### config.mk
export PLATFORM = sky130hd
export DESIGN_NAME = fpmc_fan_mode
export DESIGN_NICKNAME = d
export VERILOG_FILES = /design/src/fpmc_pkg.sv /design/src/fpmc_fan_mode.sv
export SDC_FILE = /design/constraint.sdc
export NUM_CORES = 2
export LEC_CHECK = 0
export BUFFER_PORTS_ARGS = -buffer_cell sky130_fd_sc_hd__buf_4
export CORE_ASPECT_RATIO = 1.4
export CORE_UTILIZATION = 65
export CTS_CLUSTER_DIAMETER = 150
export CTS_CLUSTER_SIZE = 14
export DETAILED_ROUTE_END_ITERATION = 12
export GPL_TIMING_DRIVEN = 0
export PLACE_DENSITY = 0.86
export SYNTH_ARGS = -nofsm -noshare
export SYNTH_HDL_FRONTEND = slang
export SYNTH_SLANG_ARGS = --single-unit
### constraint.sdc
create_clock -name clock -period 48.3 [get_ports clock]
set_input_delay 9.66 -clock clock [delete_from_list [all_inputs] [get_ports clock]]
set_output_delay 9.66 -clock clock [all_outputs]
set_load 0.01 [all_outputs]
### src/fpmc_pkg.sv
// package: register map, field positions and timing constants of the fan mode block
package fpmc_pkg;
	localparam logic [7:0] OFS_LOCAL_FAULT_ACT   = 8'h40;
	localparam logic [7:0] OFS_REMOTE1_FAULT_ACT = 8'h41;
	localparam logic [7:0] OFS_REMOTE2_FAULT_ACT = 8'h42;
	localparam logic [7:0] OFS_LOCAL_COOL        = 8'h48;
	localparam logic [7:0] OFS_REMOTE1_COOL      = 8'h49;
	localparam logic [7:0] OFS_REMOTE2_COOL      = 8'h4A;
	localparam logic [7:0] OFS_FAN1_DUTY         = 8'h60;
	localparam logic [7:0] OFS_FAN2_DUTY         = 8'h61;
	localparam logic [7:0] OFS_LOCAL_RANGE       = 8'h88;
	localparam logic [7:0] OFS_REMOTE1_RANGE     = 8'h89;
	localparam logic [7:0] OFS_REMOTE2_RANGE     = 8'h8A;
	localparam logic [7:0] OFS_LOCAL_HIGH        = 8'h90;
	localparam logic [7:0] OFS_REMOTE1_HIGH      = 8'h91;
	localparam logic [7:0] OFS_REMOTE2_HIGH      = 8'h92;
	localparam logic [7:0] OFS_FAN1_STATUS       = 8'hA0;
	localparam logic [7:0] OFS_FAN2_STATUS       = 8'hA1;
	localparam logic [7:0] OFS_LOCAL_TURN_ON     = 8'hA4;
	localparam logic [7:0] OFS_REMOTE1_TURN_ON   = 8'hA5;
	localparam logic [7:0] OFS_REMOTE2_TURN_ON   = 8'hA6;
	localparam logic [7:0] OFS_FAN_OUT_STATE     = 8'hA8;

	localparam int BIT_ALARM_EN     = 1;
	localparam int BIT_TEMP_LATCH   = 7;
	localparam int BIT_MISSING      = 1;
	localparam int BIT_FAULT        = 2;
	localparam int BIT_HOTPLUG_PRIO = 5;
	localparam int BIT_TACH         = 6;
	localparam int BIT_HOTPLUG      = 7;

	localparam logic [7:0] RST_DUTY     = 8'hFF;
	localparam logic [7:0] RST_COOL     = 8'h03;
	localparam logic [7:0] RST_RANGE    = 8'h4F;
	localparam logic [7:0] RST_HIGH     = 8'h50;
	localparam logic [7:0] RST_TURN_ON  = 8'h28;
	localparam logic [7:0] STATUS_LATCH = 8'hC6;
	localparam logic [7:0] SYNC_IDLE    = 8'h0F;
	localparam logic [3:0] DUTY_FULL    = 4'hF;

	localparam int  CLOCK_HZ        = 10_000_000;
	localparam int  SPINUP_MS       = 2000;
	localparam int  SPINUP_CYCLES   = CLOCK_HZ / 1000 * SPINUP_MS;
	localparam int  NCH             = 3;
	localparam int  NFAN            = 2;
endpackage : fpmc_pkg

### src/fpmc_fan_mode.sv
// fan mode control: software duty, thermal trip, automatic loop, event latches and pwm outputs
`timescale 1ns/100ps
module fpmc_fan_mode
	import fpmc_pkg::*;
#(
	parameter int SPINUP_LEN = SPINUP_CYCLES
) (
	input  wire logic             clock,
	input  wire logic             rst,
	input  wire logic             wb_cyc_i,
	input  wire logic             wb_stb_i,
	input  wire logic             wb_we_i,
	input  wire logic [7:0]       wb_adr_i,
	input  wire logic [3:0]       wb_sel_i,
	input  wire logic [31:0]      wb_dat_i,
	output logic      [31:0]      wb_dat_o,
	output logic                  wb_ack_o,
	output logic                  wb_err_o,
	input  wire logic [23:0]      temp_i,
	input  wire logic [1:0]       fan_present_i,
	input  wire logic [1:0]       fan_fault_n_i,
	input  wire logic [1:0]       tach_fail_i,
	input  wire logic [1:0]       hotplug_req_i,
	output logic      [1:0]       pwm_o,
	output logic      [1:0]       pwm_oe,
	output logic                  int_n_o
);
	typedef struct packed {
		logic [2:0][7:0] fault_act;
		logic [2:0][7:0] cool;
		logic [1:0][7:0] duty;
		logic [2:0][7:0] range;
		logic [2:0][7:0] high;
		logic [2:0][7:0] turn_on;
		logic [1:0][7:0] status;
		logic [2:0]      running;
		logic [2:0]      trip;
		logic [1:0]      present_q;
		logic [1:0][31:0] spin;
		logic [1:0]      on_q;
		logic [3:0]      pwm_cnt;
		logic [1:0]      pwm;
		logic [1:0]      pwm_en;
		logic [31:0]     dat;
		logic            ack;
		logic            err;
		logic            irq_n;
	} fpmc_state_t;

	fpmc_state_t state_reg;
	fpmc_state_t state_next;

	// two-flop synchronisers on the fan pins
	logic [7:0] sync1_reg;
	logic [7:0] sync2_reg;
	always_ff @(posedge clock) begin
		if (rst) begin
			// idle pin levels, so release of reset shows no false tach or hot-plug event
			sync1_reg <= SYNC_IDLE;
			sync2_reg <= SYNC_IDLE;
		end else begin
			sync1_reg <= {hotplug_req_i, tach_fail_i, fan_fault_n_i, fan_present_i};
			sync2_reg <= sync1_reg;
		end
	end
	logic [1:0] present_s;
	logic [1:0] fault_n_s;
	logic [1:0] tach_s;
	logic [1:0] hp_req_s;
	assign present_s = sync2_reg[1:0];
	assign fault_n_s = sync2_reg[3:2];
	assign tach_s    = sync2_reg[5:4];
	assign hp_req_s  = sync2_reg[7:6];

	// per-channel turn-on, turn-off margin and trip detection
	logic [2:0]      over_lim;
	logic [2:0]      above_on;
	logic [2:0]      below_off;
	genvar gc;
	generate
		for (gc = 0; gc < NCH; gc++) begin : g_ch
			logic [7:0] t;
			logic [8:0] off_pt;
			assign t         = temp_i[gc*8 +: 8];
			assign over_lim[gc]  = t > state_reg.high[gc];
			assign above_on[gc]  = t > state_reg.turn_on[gc];
			assign off_pt        = {1'b0, state_reg.turn_on[gc]} - {5'h00, state_reg.range[gc][7:4]};
			assign below_off[gc] = off_pt[8] ? 1'b0 : ({1'b0, t} < off_pt);
		end
	endgenerate

	// linear duty: min + (15-min)*(t-turn_on)/span, clipped at full
	function automatic logic [3:0] fpmc_slope(input logic [7:0] t, input logic [7:0] on_t,
			input logic [3:0] span, input logic [3:0] dmin);
		logic [7:0]  dt;
		logic [11:0] inc;
		logic [7:0]  sp;
		logic [11:0] sum;
		dt  = (t > on_t) ? 8'(t - on_t) : 8'h00;
		sp  = (span == 4'h0) ? 8'h01 : {4'h0, span};
		inc = 12'(({4'h0, dt} * {8'h00, 4'(DUTY_FULL - dmin)}) / {4'h0, sp});
		sum = inc + {8'h00, dmin};
		fpmc_slope = (sum >= {8'h00, DUTY_FULL}) ? DUTY_FULL : sum[3:0];
	endfunction : fpmc_slope

	logic       sw_mode;
	logic [1:0] alarm_f;
	logic [1:0] hp_f;
	logic [1:0][3:0] auto_duty;
	logic [1:0] auto_on;
	logic [1:0][3:0] sel_duty;
	always_comb begin
		sw_mode = (state_reg.cool[0][1:0] == 2'b00) && (state_reg.cool[1][1:0] == 2'b00)
			&& (state_reg.cool[2][1:0] == 2'b00);
		for (int f = 0; f < NFAN; f++) begin
			alarm_f[f]   = 1'b0;
			auto_duty[f] = 4'h0;
			auto_on[f]   = 1'b0;
			for (int c = 0; c < NCH; c++) begin
				if (state_reg.cool[c][f]) begin
					alarm_f[f] = alarm_f[f] | state_reg.trip[c];
					if (state_reg.running[c]) begin
						auto_on[f] = 1'b1;
						// fastest channel wins when several drive one fan
						if (fpmc_slope(temp_i[c*8 +: 8], state_reg.turn_on[c], state_reg.range[c][3:0],
								state_reg.duty[f][3:0]) > auto_duty[f])
							auto_duty[f] = fpmc_slope(temp_i[c*8 +: 8], state_reg.turn_on[c],
								state_reg.range[c][3:0], state_reg.duty[f][3:0]);
					end
				end
			end
			hp_f[f] = hp_req_s[f] | (present_s != 2'b11 && present_s[f]);
			if (alarm_f[f] && !(hp_f[f] && state_reg.status[f][BIT_HOTPLUG_PRIO]))
				sel_duty[f] = state_reg.duty[f][7:4];
			else if (hp_f[f])
				sel_duty[f] = DUTY_FULL;
			else if (sw_mode)
				sel_duty[f] = state_reg.duty[f][3:0];
			else if (!auto_on[f])
				sel_duty[f] = 4'h0;
			else if (state_reg.spin[f] != 32'h0)
				sel_duty[f] = DUTY_FULL;
			else
				sel_duty[f] = auto_duty[f];
		end
	end

	logic hit;
	logic [7:0] a;
	always_comb begin
		state_next = state_reg;
		a          = wb_adr_i;
		hit        = wb_cyc_i && wb_stb_i && !state_reg.ack && !state_reg.err;
		state_next.ack = 1'b0;
		state_next.err = 1'b0;
		// pwm counter runs 0..14, so code 15 stays high all period
		state_next.pwm_cnt = (state_reg.pwm_cnt == 4'hE) ? 4'h0 : 4'(state_reg.pwm_cnt + 4'h1);
		for (int f = 0; f < NFAN; f++) begin
			state_next.pwm[f]    = sel_duty[f] > state_reg.pwm_cnt;
			// open drain: enable only in the low phase, the pull-up gives the high phase
			state_next.pwm_en[f] = sel_duty[f] <= state_reg.pwm_cnt;
		end
		for (int c = 0; c < NCH; c++) begin
			if (!state_reg.running[c] && above_on[c])
				state_next.running[c] = 1'b1;
			else if (state_reg.running[c] && below_off[c])
				state_next.running[c] = 1'b0;
		end
		for (int f = 0; f < NFAN; f++) begin
			state_next.on_q[f] = auto_on[f];
			if (auto_on[f] && !state_reg.on_q[f])
				state_next.spin[f] = 32'(SPINUP_LEN);
			else if (state_reg.spin[f] != 32'h0)
				state_next.spin[f] = state_reg.spin[f] - 32'h1;
		end
		state_next.present_q = present_s;
		// register access first, so hardware events below override a same-cycle clear
		if (hit) begin
			state_next.ack = 1'b1;
			state_next.dat = 32'h0;
			case (a)
				OFS_LOCAL_FAULT_ACT, OFS_REMOTE1_FAULT_ACT, OFS_REMOTE2_FAULT_ACT: begin
					state_next.dat[7:0] = state_reg.fault_act[a - OFS_LOCAL_FAULT_ACT];
					if (wb_we_i && wb_sel_i[0])
						state_next.fault_act[a - OFS_LOCAL_FAULT_ACT] = wb_dat_i[7:0];
				end
				OFS_LOCAL_COOL, OFS_REMOTE1_COOL, OFS_REMOTE2_COOL: begin
					state_next.dat[7:0] = state_reg.cool[a - OFS_LOCAL_COOL];
					if (wb_we_i && wb_sel_i[0])
						state_next.cool[a - OFS_LOCAL_COOL] = wb_dat_i[7:0];
				end
				OFS_FAN1_DUTY, OFS_FAN2_DUTY: begin
					state_next.dat[7:0] = state_reg.duty[a - OFS_FAN1_DUTY];
					if (wb_we_i && wb_sel_i[0])
						state_next.duty[a - OFS_FAN1_DUTY] = wb_dat_i[7:0];
				end
				OFS_LOCAL_RANGE, OFS_REMOTE1_RANGE, OFS_REMOTE2_RANGE: begin
					state_next.dat[7:0] = state_reg.range[a - OFS_LOCAL_RANGE];
					if (wb_we_i && wb_sel_i[0])
						state_next.range[a - OFS_LOCAL_RANGE] = wb_dat_i[7:0];
				end
				OFS_LOCAL_HIGH, OFS_REMOTE1_HIGH, OFS_REMOTE2_HIGH: begin
					state_next.dat[7:0] = state_reg.high[a - OFS_LOCAL_HIGH];
					if (wb_we_i && wb_sel_i[0])
						state_next.high[a - OFS_LOCAL_HIGH] = wb_dat_i[7:0];
				end
				OFS_LOCAL_TURN_ON, OFS_REMOTE1_TURN_ON, OFS_REMOTE2_TURN_ON: begin
					state_next.dat[7:0] = state_reg.turn_on[a - OFS_LOCAL_TURN_ON];
					if (wb_we_i && wb_sel_i[0])
						state_next.turn_on[a - OFS_LOCAL_TURN_ON] = wb_dat_i[7:0];
				end
				OFS_FAN1_STATUS, OFS_FAN2_STATUS: begin
					state_next.dat[7:0] = state_reg.status[a - OFS_FAN1_STATUS];
					if (wb_we_i && wb_sel_i[0])
						state_next.status[a - OFS_FAN1_STATUS] = wb_dat_i[7:0];
				end
				OFS_FAN_OUT_STATE: begin
					state_next.dat[7:0] = {1'b0, state_reg.running, state_reg.trip[1:0], state_reg.pwm};
				end
				default: begin
					state_next.ack = 1'b0;
					state_next.err = 1'b1;
				end
			endcase
		end
		for (int c = 0; c < NCH; c++) begin
			if (state_reg.fault_act[c][BIT_ALARM_EN] && over_lim[c] && (state_reg.cool[c][1:0] != 2'b00)) begin
				state_next.trip[c] = 1'b1;
				// latch follows the hot condition, not the held trip, or a clear could never stick
				state_next.fault_act[c][BIT_TEMP_LATCH] = 1'b1;
			end else if (!over_lim[c] && !state_reg.fault_act[c][BIT_TEMP_LATCH]) begin
				state_next.trip[c] = 1'b0;
			end
		end
		for (int f = 0; f < NFAN; f++) begin
			if (state_reg.present_q[f] && !present_s[f])
				state_next.status[f][BIT_MISSING] = 1'b1;
			if (!state_reg.present_q[f] && present_s[f])
				state_next.status[f][BIT_HOTPLUG] = 1'b1;
			if (!fault_n_s[f])
				state_next.status[f][BIT_FAULT] = 1'b1;
			if (tach_s[f])
				state_next.status[f][BIT_TACH] = 1'b1;
		end
		state_next.irq_n = !(|(state_reg.status[0] & STATUS_LATCH) || |(state_reg.status[1] & STATUS_LATCH)
			|| state_reg.fault_act[0][BIT_TEMP_LATCH] || state_reg.fault_act[1][BIT_TEMP_LATCH]
			|| state_reg.fault_act[2][BIT_TEMP_LATCH]);
	end

	always_ff @(posedge clock) begin
		if (rst) begin
			state_reg         <= '0;
			state_reg.duty    <= {RST_DUTY, RST_DUTY};
			state_reg.cool    <= {RST_COOL, RST_COOL, RST_COOL};
			state_reg.range   <= {RST_RANGE, RST_RANGE, RST_RANGE};
			state_reg.high    <= {RST_HIGH, RST_HIGH, RST_HIGH};
			state_reg.turn_on <= {RST_TURN_ON, RST_TURN_ON, RST_TURN_ON};
			state_reg.present_q <= 2'b11;
			state_reg.pwm_en  <= '1;
			state_reg.irq_n   <= 1'b1;
		end else begin
			state_reg <= state_next;
		end
	end

	assign wb_dat_o = state_reg.dat;
	assign wb_ack_o = state_reg.ack;
	assign wb_err_o = state_reg.err;
	assign pwm_o    = state_reg.pwm;
	assign pwm_oe   = state_reg.pwm_en;
	assign int_n_o  = state_reg.irq_n;

	// guards on latches, duty selection, trip and the bus answer
	a_irq_follows: assert property (@(posedge clock) disable iff (rst)
		(state_reg.status[0][BIT_FAULT]) |=> !int_n_o)
		else $error("interrupt not raised for latched fault");
	a_fault_latch: assert property (@(posedge clock) disable iff (rst)
		(!fault_n_s[0]) |=> state_reg.status[0][BIT_FAULT])
		else $error("fault latch not set");
	a_latch_holds: assert property (@(posedge clock) disable iff (rst)
		(state_reg.status[1][BIT_TACH] && !(hit && wb_we_i)) |=> state_reg.status[1][BIT_TACH])
		else $error("tach latch dropped without a write");
	a_full_duty: assert property (@(posedge clock) disable iff (rst)
		(sel_duty[0] == DUTY_FULL) [*2] |=> pwm_o[0])
		else $error("full duty not continuously high");
	a_zero_duty: assert property (@(posedge clock) disable iff (rst)
		(sel_duty[1] == 4'h0) |=> !pwm_o[1])
		else $error("zero duty drove pwm high");
	a_trip_hold: assert property (@(posedge clock) disable iff (rst)
		(state_reg.trip[2] && state_reg.fault_act[2][BIT_TEMP_LATCH]) |=> state_reg.trip[2])
		else $error("trip released while latch set");
	a_trip_latch: assert property (@(posedge clock) disable iff (rst)
		(state_reg.fault_act[2][BIT_ALARM_EN] && over_lim[2] && (state_reg.cool[2][1:0] != 2'b00))
		|=> (state_reg.trip[2] && state_reg.fault_act[2][BIT_TEMP_LATCH]))
		else $error("temp latch not set on trip");
	a_sw_duty: assert property (@(posedge clock) disable iff (rst)
		(sw_mode && !alarm_f[0] && !hp_f[0]) |-> sel_duty[0] == state_reg.duty[0][3:0])
		else $error("software duty not selected");
	a_bus_answer: assert property (@(posedge clock) disable iff (rst)
		(hit) |=> (wb_ack_o || wb_err_o) ##1 !(wb_ack_o || wb_err_o))
		else $error("bus answer not one cycle");
	a_trip_clear: assert property (@(posedge clock) disable iff (rst)
		(state_reg.trip[2] && !over_lim[2] && !state_reg.fault_act[2][BIT_TEMP_LATCH]) |=> !state_reg.trip[2])
		else $error("trip kept after cooling and clear");
	a_alarm_duty: assert property (@(posedge clock) disable iff (rst)
		(alarm_f[0] && !hp_f[0]) |-> (sel_duty[0] == state_reg.duty[0][7:4]))
		else $error("alarm duty not selected");
	a_missing_latch: assert property (@(posedge clock) disable iff (rst)
		(state_reg.present_q[0] && !present_s[0]) |=> state_reg.status[0][BIT_MISSING])
		else $error("missing latch not set");
	a_hotplug_latch: assert property (@(posedge clock) disable iff (rst)
		(!state_reg.present_q[0] && present_s[0]) |=> state_reg.status[0][BIT_HOTPLUG])
		else $error("hot-plug latch not set");
	a_tach_latch: assert property (@(posedge clock) disable iff (rst)
		tach_s[1] |=> state_reg.status[1][BIT_TACH])
		else $error("tach latch not set");
	a_spin_start: assert property (@(posedge clock) disable iff (rst)
		(auto_on[0] && !state_reg.on_q[0]) |=> (state_reg.spin[0] == 32'(SPINUP_LEN)))
		else $error("spin-up not started on turn-on");
	a_fan_stop: assert property (@(posedge clock) disable iff (rst)
		(state_reg.running[0] && below_off[0]) |=> !state_reg.running[0])
		else $error("fan kept running below margin");
endmodule : fpmc_fan_mode

======== After elaboration in Yosys (flattened, before gate mapping) ========
Index checks and enable logic that the tools add are counted.
operators by class
  $add $sub $neg .......................... 24
  multiply operators ...................... 6
  div/mod/pow operators ................... 6
  order comparisons ....................... 39
  equal/unequal tests ..................... 28
  shifts and indexed selects .............. 0
  multiplexer cells ....................... 139
  bitwise logic cells ..................... 7
  reduce and logical (&&, ||, !) cells .... 142
operators by type and width
  operator                                                                              count
  24-bit 2-to-1 mux                                                                     10
  152-bit 2-to-1 mux                                                                    1
  8-bit 2-to-1 mux                                                                      19
  4-bit 2-to-1 mux                                                                      37
  24-bit bitwise mux                                                                    5
  25-bit 2-to-1 mux                                                                     4
  8-bit == test, second input constant                                                  12
  8-bit binary-select mux with 2-bit select                                             5
  8-bit demux with 2-bit select                                                         5
  2-bit nonzero test                                                                    38
  12-bit by 4-bit adder with 12-bit output                                              6
  12-bit by 8-bit divider with 12-bit output                                            6
  12-bit by 4-bit greater-or-equal comparator with 1-bit output, second input constant  6
  8-bit by 4-bit multiplier with 12-bit output                                          6
  8-bit by 7-bit == test with 1-bit output, second input constant                       8
  16-bit 2-to-1 mux                                                                     4
  8-bit case mux with 8 select lines                                                    1
  32-bit nonzero test                                                                   2
  32-bit by 1-bit subtractor with 32-bit output, second input constant                  2
  8-bit by 1-bit greater-or-equal comparator with 1-bit output, second input constant   7
  3-bit AND reduction                                                                   18
  8-bit greater-than comparator                                                         6
  1-bit 2-to-1 mux                                                                      43
  1-bit logical AND                                                                     40
  28 further kinds                                                                      100
storage, ports and cells
  register bits ........................... 261
  bits in latches ......................... 0
  RAM bits ................................ 0
  ROM bits ................................ 0
  bits of input ports ..................... 81
  output and inout port bits .............. 39
  memories kept ........................... 0

======== Logic depth before layout (Yosys ltp) ========
  depth after elaboration ................. 25
  gate-level depth with buffers ........... 157

======== Worst setup path before layout ========
Ideal clock, no wire load.
  path type ............................... in2reg
  start point ............................. in temp_i[0]
  end point ............................... reg state_reg (netlist bit pwm_o[0])
  setup time .............................. 0.125 ns
  arrival ................................. 36.722 ns
  slack ................................... 11.453 ns
  stages on the path ...................... 138
  path buffers ............................ 6
  path through ............................ inv_1 > ha_1 > fa_1 > nor2b_1 > o21ai_0 > a21oi_1 > or3_1 > o21a_1 > nand2b_1 > clkbuf_1 > or2_2 > fa_1 > fa_1 > inv_1 > ha_1 > a211oi_1 > o211ai_1 > a41o_1 > [... 102 more ...] > nor2b_1 > o21a_1 > o21a_1 > o2111ai_1 > mux2_2 > ha_1 > o21a_1 > o21a_1 > o2111ai_1 > inv_1 > and3_1 > a21o_1 > a31o_2 > a21oi_1 > ha_1 > a21oi_1 > nor2b_1 > o31a_1
between the ends
  longest elaborated chain between the ends .. 25
  elaborated cells between the ends (all ways) .. 26
  classes of those cells .................. add/sub: 2; mul: 1; div: 1; order compare: 6; mux: 16
ends and longest elaborated chain
  what                                                               RTL line              source
  start: declaration                                                 fpmc_fan_mode.sv:19   input wire logic [23:0] temp_i,
  8-bit subtractor or 8-bit greater-than comparator (tied branches)  fpmc_fan_mode.sv:99   dt = (t > on_t) ? 8'(t - on_t) : 8'h00;
  8-bit 2-to-1 mux (*)                                               fpmc_fan_mode.sv:99
  8-bit by 4-bit multiplier with 12-bit output (*)                   fpmc_fan_mode.sv:101  inc = 12'(({4'h0, dt} * {8'h00, 4'(DUTY_FULL - dmin)}) / {4'h0, sp});
  12-bit by 8-bit divider with 12-bit output (*)                     fpmc_fan_mode.sv:101
  12-bit by 4-bit adder with 12-bit output (*)                       fpmc_fan_mode.sv:102  sum = inc + {8'h00, dmin};
  12-bit by 4-bit greater-or-equal comparator with 1-bit output      fpmc_fan_mode.sv:103  fpmc_slope = (sum >= {8'h00, DUTY_FULL}) ? DUTY_FULL : sum[3:0];
  4-bit 2-to-1 mux (*)                                               fpmc_fan_mode.sv:103
  4-bit by 1-bit greater-than comparator with 1-bit output           fpmc_fan_mode.sv:126  state_reg.duty[f][3:0]) > auto_duty[f])
  [... 9 more ...]                                                   -
  4-bit 2-to-1 mux                                                   fpmc_fan_mode.sv:122  if (state_reg.running[c]) begin
  4-bit 2-to-1 mux (*)                                               fpmc_fan_mode.sv:120  if (state_reg.cool[c][f]) begin
  4-bit 2-to-1 mux (*)                                               fpmc_fan_mode.sv:141  else if (state_reg.spin[f] != 32'h0)
  4-bit 2-to-1 mux (*)                                               fpmc_fan_mode.sv:139  else if (!auto_on[f])
  4-bit 2-to-1 mux (*)                                               fpmc_fan_mode.sv:137  else if (sw_mode)
  4-bit 2-to-1 mux (*)                                               fpmc_fan_mode.sv:135  else if (hp_f[f])
  4-bit 2-to-1 mux (*)                                               fpmc_fan_mode.sv:133  if (alarm_f[f] && !(hp_f[f] && state_reg.status[f][BIT_HOTPLUG_PRIO]))
  4-bit greater-than comparator (*)                                  fpmc_fan_mode.sv:159  state_next.pwm[f] = sel_duty[f] > state_reg.pwm_cnt;
  end signal: assignment                                             fpmc_fan_mode.sv:262  state_reg <= state_next;
  end: declaration                                                   fpmc_fan_mode.sv:50   fpmc_state_t state_reg;
Every way passes the cells marked *; elsewhere a longest branch is shown, timed or not.
A chain may end at the register's enable or synchronous reset.

======== Final worst setup path ========
  start point ............................. in temp_i[0]
  end point ............................... reg state_reg (netlist bit pwm_oe[0])
between the ends
  longest elaborated chain between the ends .. 25
  elaborated cells between the ends (all ways) .. 26
  classes of those cells .................. add/sub: 2; mul: 1; div: 1; order compare: 6; mux: 16
ends and longest elaborated chain
  what                                                               RTL line              source
  8-bit subtractor or 8-bit greater-than comparator (tied branches)  fpmc_fan_mode.sv:99
  8-bit 2-to-1 mux (*)                                               fpmc_fan_mode.sv:99
  8-bit by 4-bit multiplier with 12-bit output (*)                   fpmc_fan_mode.sv:101
  12-bit by 8-bit divider with 12-bit output (*)                     fpmc_fan_mode.sv:101
  12-bit by 4-bit adder with 12-bit output (*)                       fpmc_fan_mode.sv:102
  12-bit by 4-bit greater-or-equal comparator with 1-bit output      fpmc_fan_mode.sv:103
  4-bit 2-to-1 mux (*)                                               fpmc_fan_mode.sv:103
  4-bit by 1-bit greater-than comparator with 1-bit output           fpmc_fan_mode.sv:126
  [... 9 more ...]                                                   -
  4-bit 2-to-1 mux                                                   fpmc_fan_mode.sv:122
  4-bit 2-to-1 mux (*)                                               fpmc_fan_mode.sv:120
  4-bit 2-to-1 mux (*)                                               fpmc_fan_mode.sv:141
  4-bit 2-to-1 mux (*)                                               fpmc_fan_mode.sv:139
  4-bit 2-to-1 mux (*)                                               fpmc_fan_mode.sv:137
  4-bit 2-to-1 mux (*)                                               fpmc_fan_mode.sv:135
  4-bit 2-to-1 mux (*)                                               fpmc_fan_mode.sv:133
  4-bit <= comparator (*)                                            fpmc_fan_mode.sv:161  state_next.pwm_en[f] = sel_duty[f] <= state_reg.pwm_cnt;
Marks and branches as above.

==> results by group <==
Synth
  – Top-count cell post-synth: nor2_1
  – Syn Inst Count: 4962
  – Netlist Area Pre-Place: 37700 um^2
  – Count of warnings emitted by yosys: 0
  – Top cells by area, synth: ha_1, dfxtp_1, nor2_1
  – Ys flop type: dfxtp_1
  – Synth cell count leaders: nor2_1, ha_1, inv_1
  – Sequential cell area fraction in the yosys report: 13.8%
  – EDFF count, synth: 0
  – Post-synth top area share: 16.5%
  – Synth cell types: 115
  – Asr flop ratio synth: 0%
  – Post-synthesis register bit count: 261
  – Mean post-synth cell area: 7.60 um^2
  – Largest area contributor in the netlist: ha_1

Pwr
  – Worst VDD drop: 40.6 uV
  – Static leakage: 19.4 nW
  – Cell Pwr Density: 12.7 nW/um^2

Min path
  – HP Start: sync1_reg[2]
  – Hold WC Path Type: reg -> reg
  – Cell depth of the worst hold path: 1
  – Hold endpoint: sync2_reg[2]

Worst setup path
  – Critical-path top delay cell: o31ai_1
  – CP Capture Type: flip-flop
  – Critical Path Max Stage Delay: 1.00 ns
  – Worst r2r dst: pwm_oe[0]
  – Critical path buffer and inverter count: 12
  – Largest delay share family, worst path: compound AO/OA/AOI/OAI gates
  – CP Class: in -> reg
  – Crit path max fanout: 10
  – Most used cell, CP: a21oi_1
  – Worst path required time: 48.71 ns
  – R2r startpoint: state_reg[135]
  – R2R depth: 137
  – R2r setup slk: 15.16 ns
  – Crit start category: primary input
  – CP arrival: 42.25 ns

Clocking
  – CTS Buf Count: 22
  – Maximum buffer depth of the clock tree: 3
  – # hold bufs at CTS: 0
  – CTS tree: yes
  – Post-CTS Setup Inserts: 0
  – # clock sinks: 261
  – Reg clk slew, reported paths: 0.07 ns
  – Htree depth: 1
  – Root buf cell: clkbuf_16
  – Post-cts sizing count: 0
  – Clock Latency Late Sink: 0.56 ns

Drt
  – DRC: 0
  – Routed Wire Length: 116000 um
  – Vias: 37.8k
  – DRT Pass-1 Iters: 6
  – Via-per-instance ratio: 6.50
  – Initial drt markers: 2608
  – Wire per inst: 19.9 um
  – Final ANT Viol Nets: 0

STA
  – Hold Violations, Final: 0
  – Fmax: 23.9 MHz
  – Final worst-path cycle share: 86.6%
  – RSZ-0062 raised after global routing: false
  – Hold_ws: 0.406 ns
  – Sum Neg Setup Slack: 0 ns
  – Slew @ Worst Pin: 1.31 ns
  – Tmin final: 41.84 ns
  – Max Slew Vio Count: 0
  – Max-slew headroom: 12.5%
  – Skew final: 0.0429 ns
  – Setup violations, final: 0

Die
  – Io pins: 120
  – Initial core utilization: 65.8%
  – Core area: 57400 um^2
  – Die Area: 59000 um^2
  – Die extent in x: 206 um
  – Die Height: 287 um
  – Row count: 104

Final layout
  – Fin area: 39800 um^2
  – Largest register FFs: 230
  – Area grow syn2layout: 5.50%
  – Share of layout cells above drive strength 1: 7.16%
  – Filler cell count: 4859
  – Nets: 5730

GRT
  – Vias in the first global route: 36.2k
  – Grt total ovfl: 0
  – Tot GR Track Use: 38.2%
  – Initial antenna violation count: 2
  – Pin count of the biggest net entering global routing: 25
  – First-pass GRT wire length: 182000 um

Placement
  – I/O Buffers: 57
  – DP Wirelength: 93100 um
  – Placer Congestion: 1.04
  – Placed cell areas: 39200 um^2

Run status
  – Status: complete, no violations

Job
  – MaxCap Viol Count: 0
layer usage:
layer / wire length (um) / up-vias / global-route usage (%) / share of wire (%)
li1: - / 18100 / - / -
met1: 44000 / 17800 / 42.2 / 38
met2: 56100 / 1426 / 68.0 / 48
met3: 6820 / 434 / 3.87 / 5.9
met4: 8940 / 0 / 27.0 / 7.7
met5: 0 / - / 0 / 0
per-stage QoR:
stage          utilization, %  power, mW  std cells  setup slack [ns]
6_report                 69.4      0.504       5811              6.46
3_5_place_dp             68.3      0.340       5786              6.63
4_1_cts                  69.4      0.502       5810              7.01
5_1_grt                  69.4      0.521       5811              4.22
2_1_floorplan               -      0.307       4985             11.45
3_3_place_gp             68.3      0.337       5784              7.16
layout make-up:
class | count | area [um^2] | share of cell area (%)
multi-input cells | 4194 | 30500 | 76.5
flip-flops and latches | 261 | 5230 | 13.1
inverters | 339 | 1270 | 3.20
well taps | 742 | 928 | 2.33
plain buffers | 191 | 891 | 2.24
clock buffers | 22 | 551 | 1.38
repair buffers | 59 | 443 | 1.11
clock inverters | 2 | 37.5 | 0.0943
diodes | 1 | 2.50 | 0.00629
worst max-delay path by stage:
stage	from	to	slack [ns]	depth (start not counted)
4_1_cts	temp_i[0]	pwm_oe[0]	7.01	142
2_1_floorplan	temp_i[0]	pwm_o[0]	11.45	138
6_report	temp_i[0]	pwm_oe[0]	6.46	139
5_1_grt	temp_i[0]	pwm_o[0]	4.22	143
3_3_place_gp	temp_i[0]	pwm_o[0]	7.16	142
3_5_place_dp	temp_i[0]	pwm_oe[0]	6.63	142
cells by family after synthesis:
logic type,Yosys count,share of synthesized area (%)
adders and majority gates,586,21.1
muxes,261,7.24
AOI/OAI and AO/OA,1302,23.3
buffers and inverters,530,5.73
and+or+nand+nor,1810,23.9
other,1,0.00994
xor gates and xnor gates,211,4.90
DFF,261,13.8
layout by cell type, fill, tap and decap left out, drive strengths merged, types with 58 or more instances in the layout:
cell | netlist | layout
nand2 | 318 | 318
clkbuf | 132 | 154
xnor2 | 151 | 151
and3 | 58 | 58
mux2i | 192 | 192
or3 | 59 | 59
a211o | 66 | 66
nand3 | 117 | 117
or2 | 101 | 101
mux2 | 69 | 69
dfxtp | 261 | 261
buf | 59 | 118
nor3 | 193 | 193
a21o | 97 | 97
ha | 497 | 497
o21ai | 253 | 253
nor2 | 558 | 558
nor2b | 95 | 95
xor2 | 60 | 60
a21oi | 320 | 320
inv | 338 | 338
fa | 84 | 84
nand2b | 83 | 83
o21a | 155 | 155
power breakdown:
| group | switching [mW] | total, mW | internal (mW) |
|---|---|---|---|
| registers | 0.00884 | 0.233 | 0.224 |
| clock network | 0.0831 | 0.165 | 0.0818 |
| logic | 0.0671 | 0.106 | 0.0390 |
Note: power is estimated with default switching activity, not from simulation.
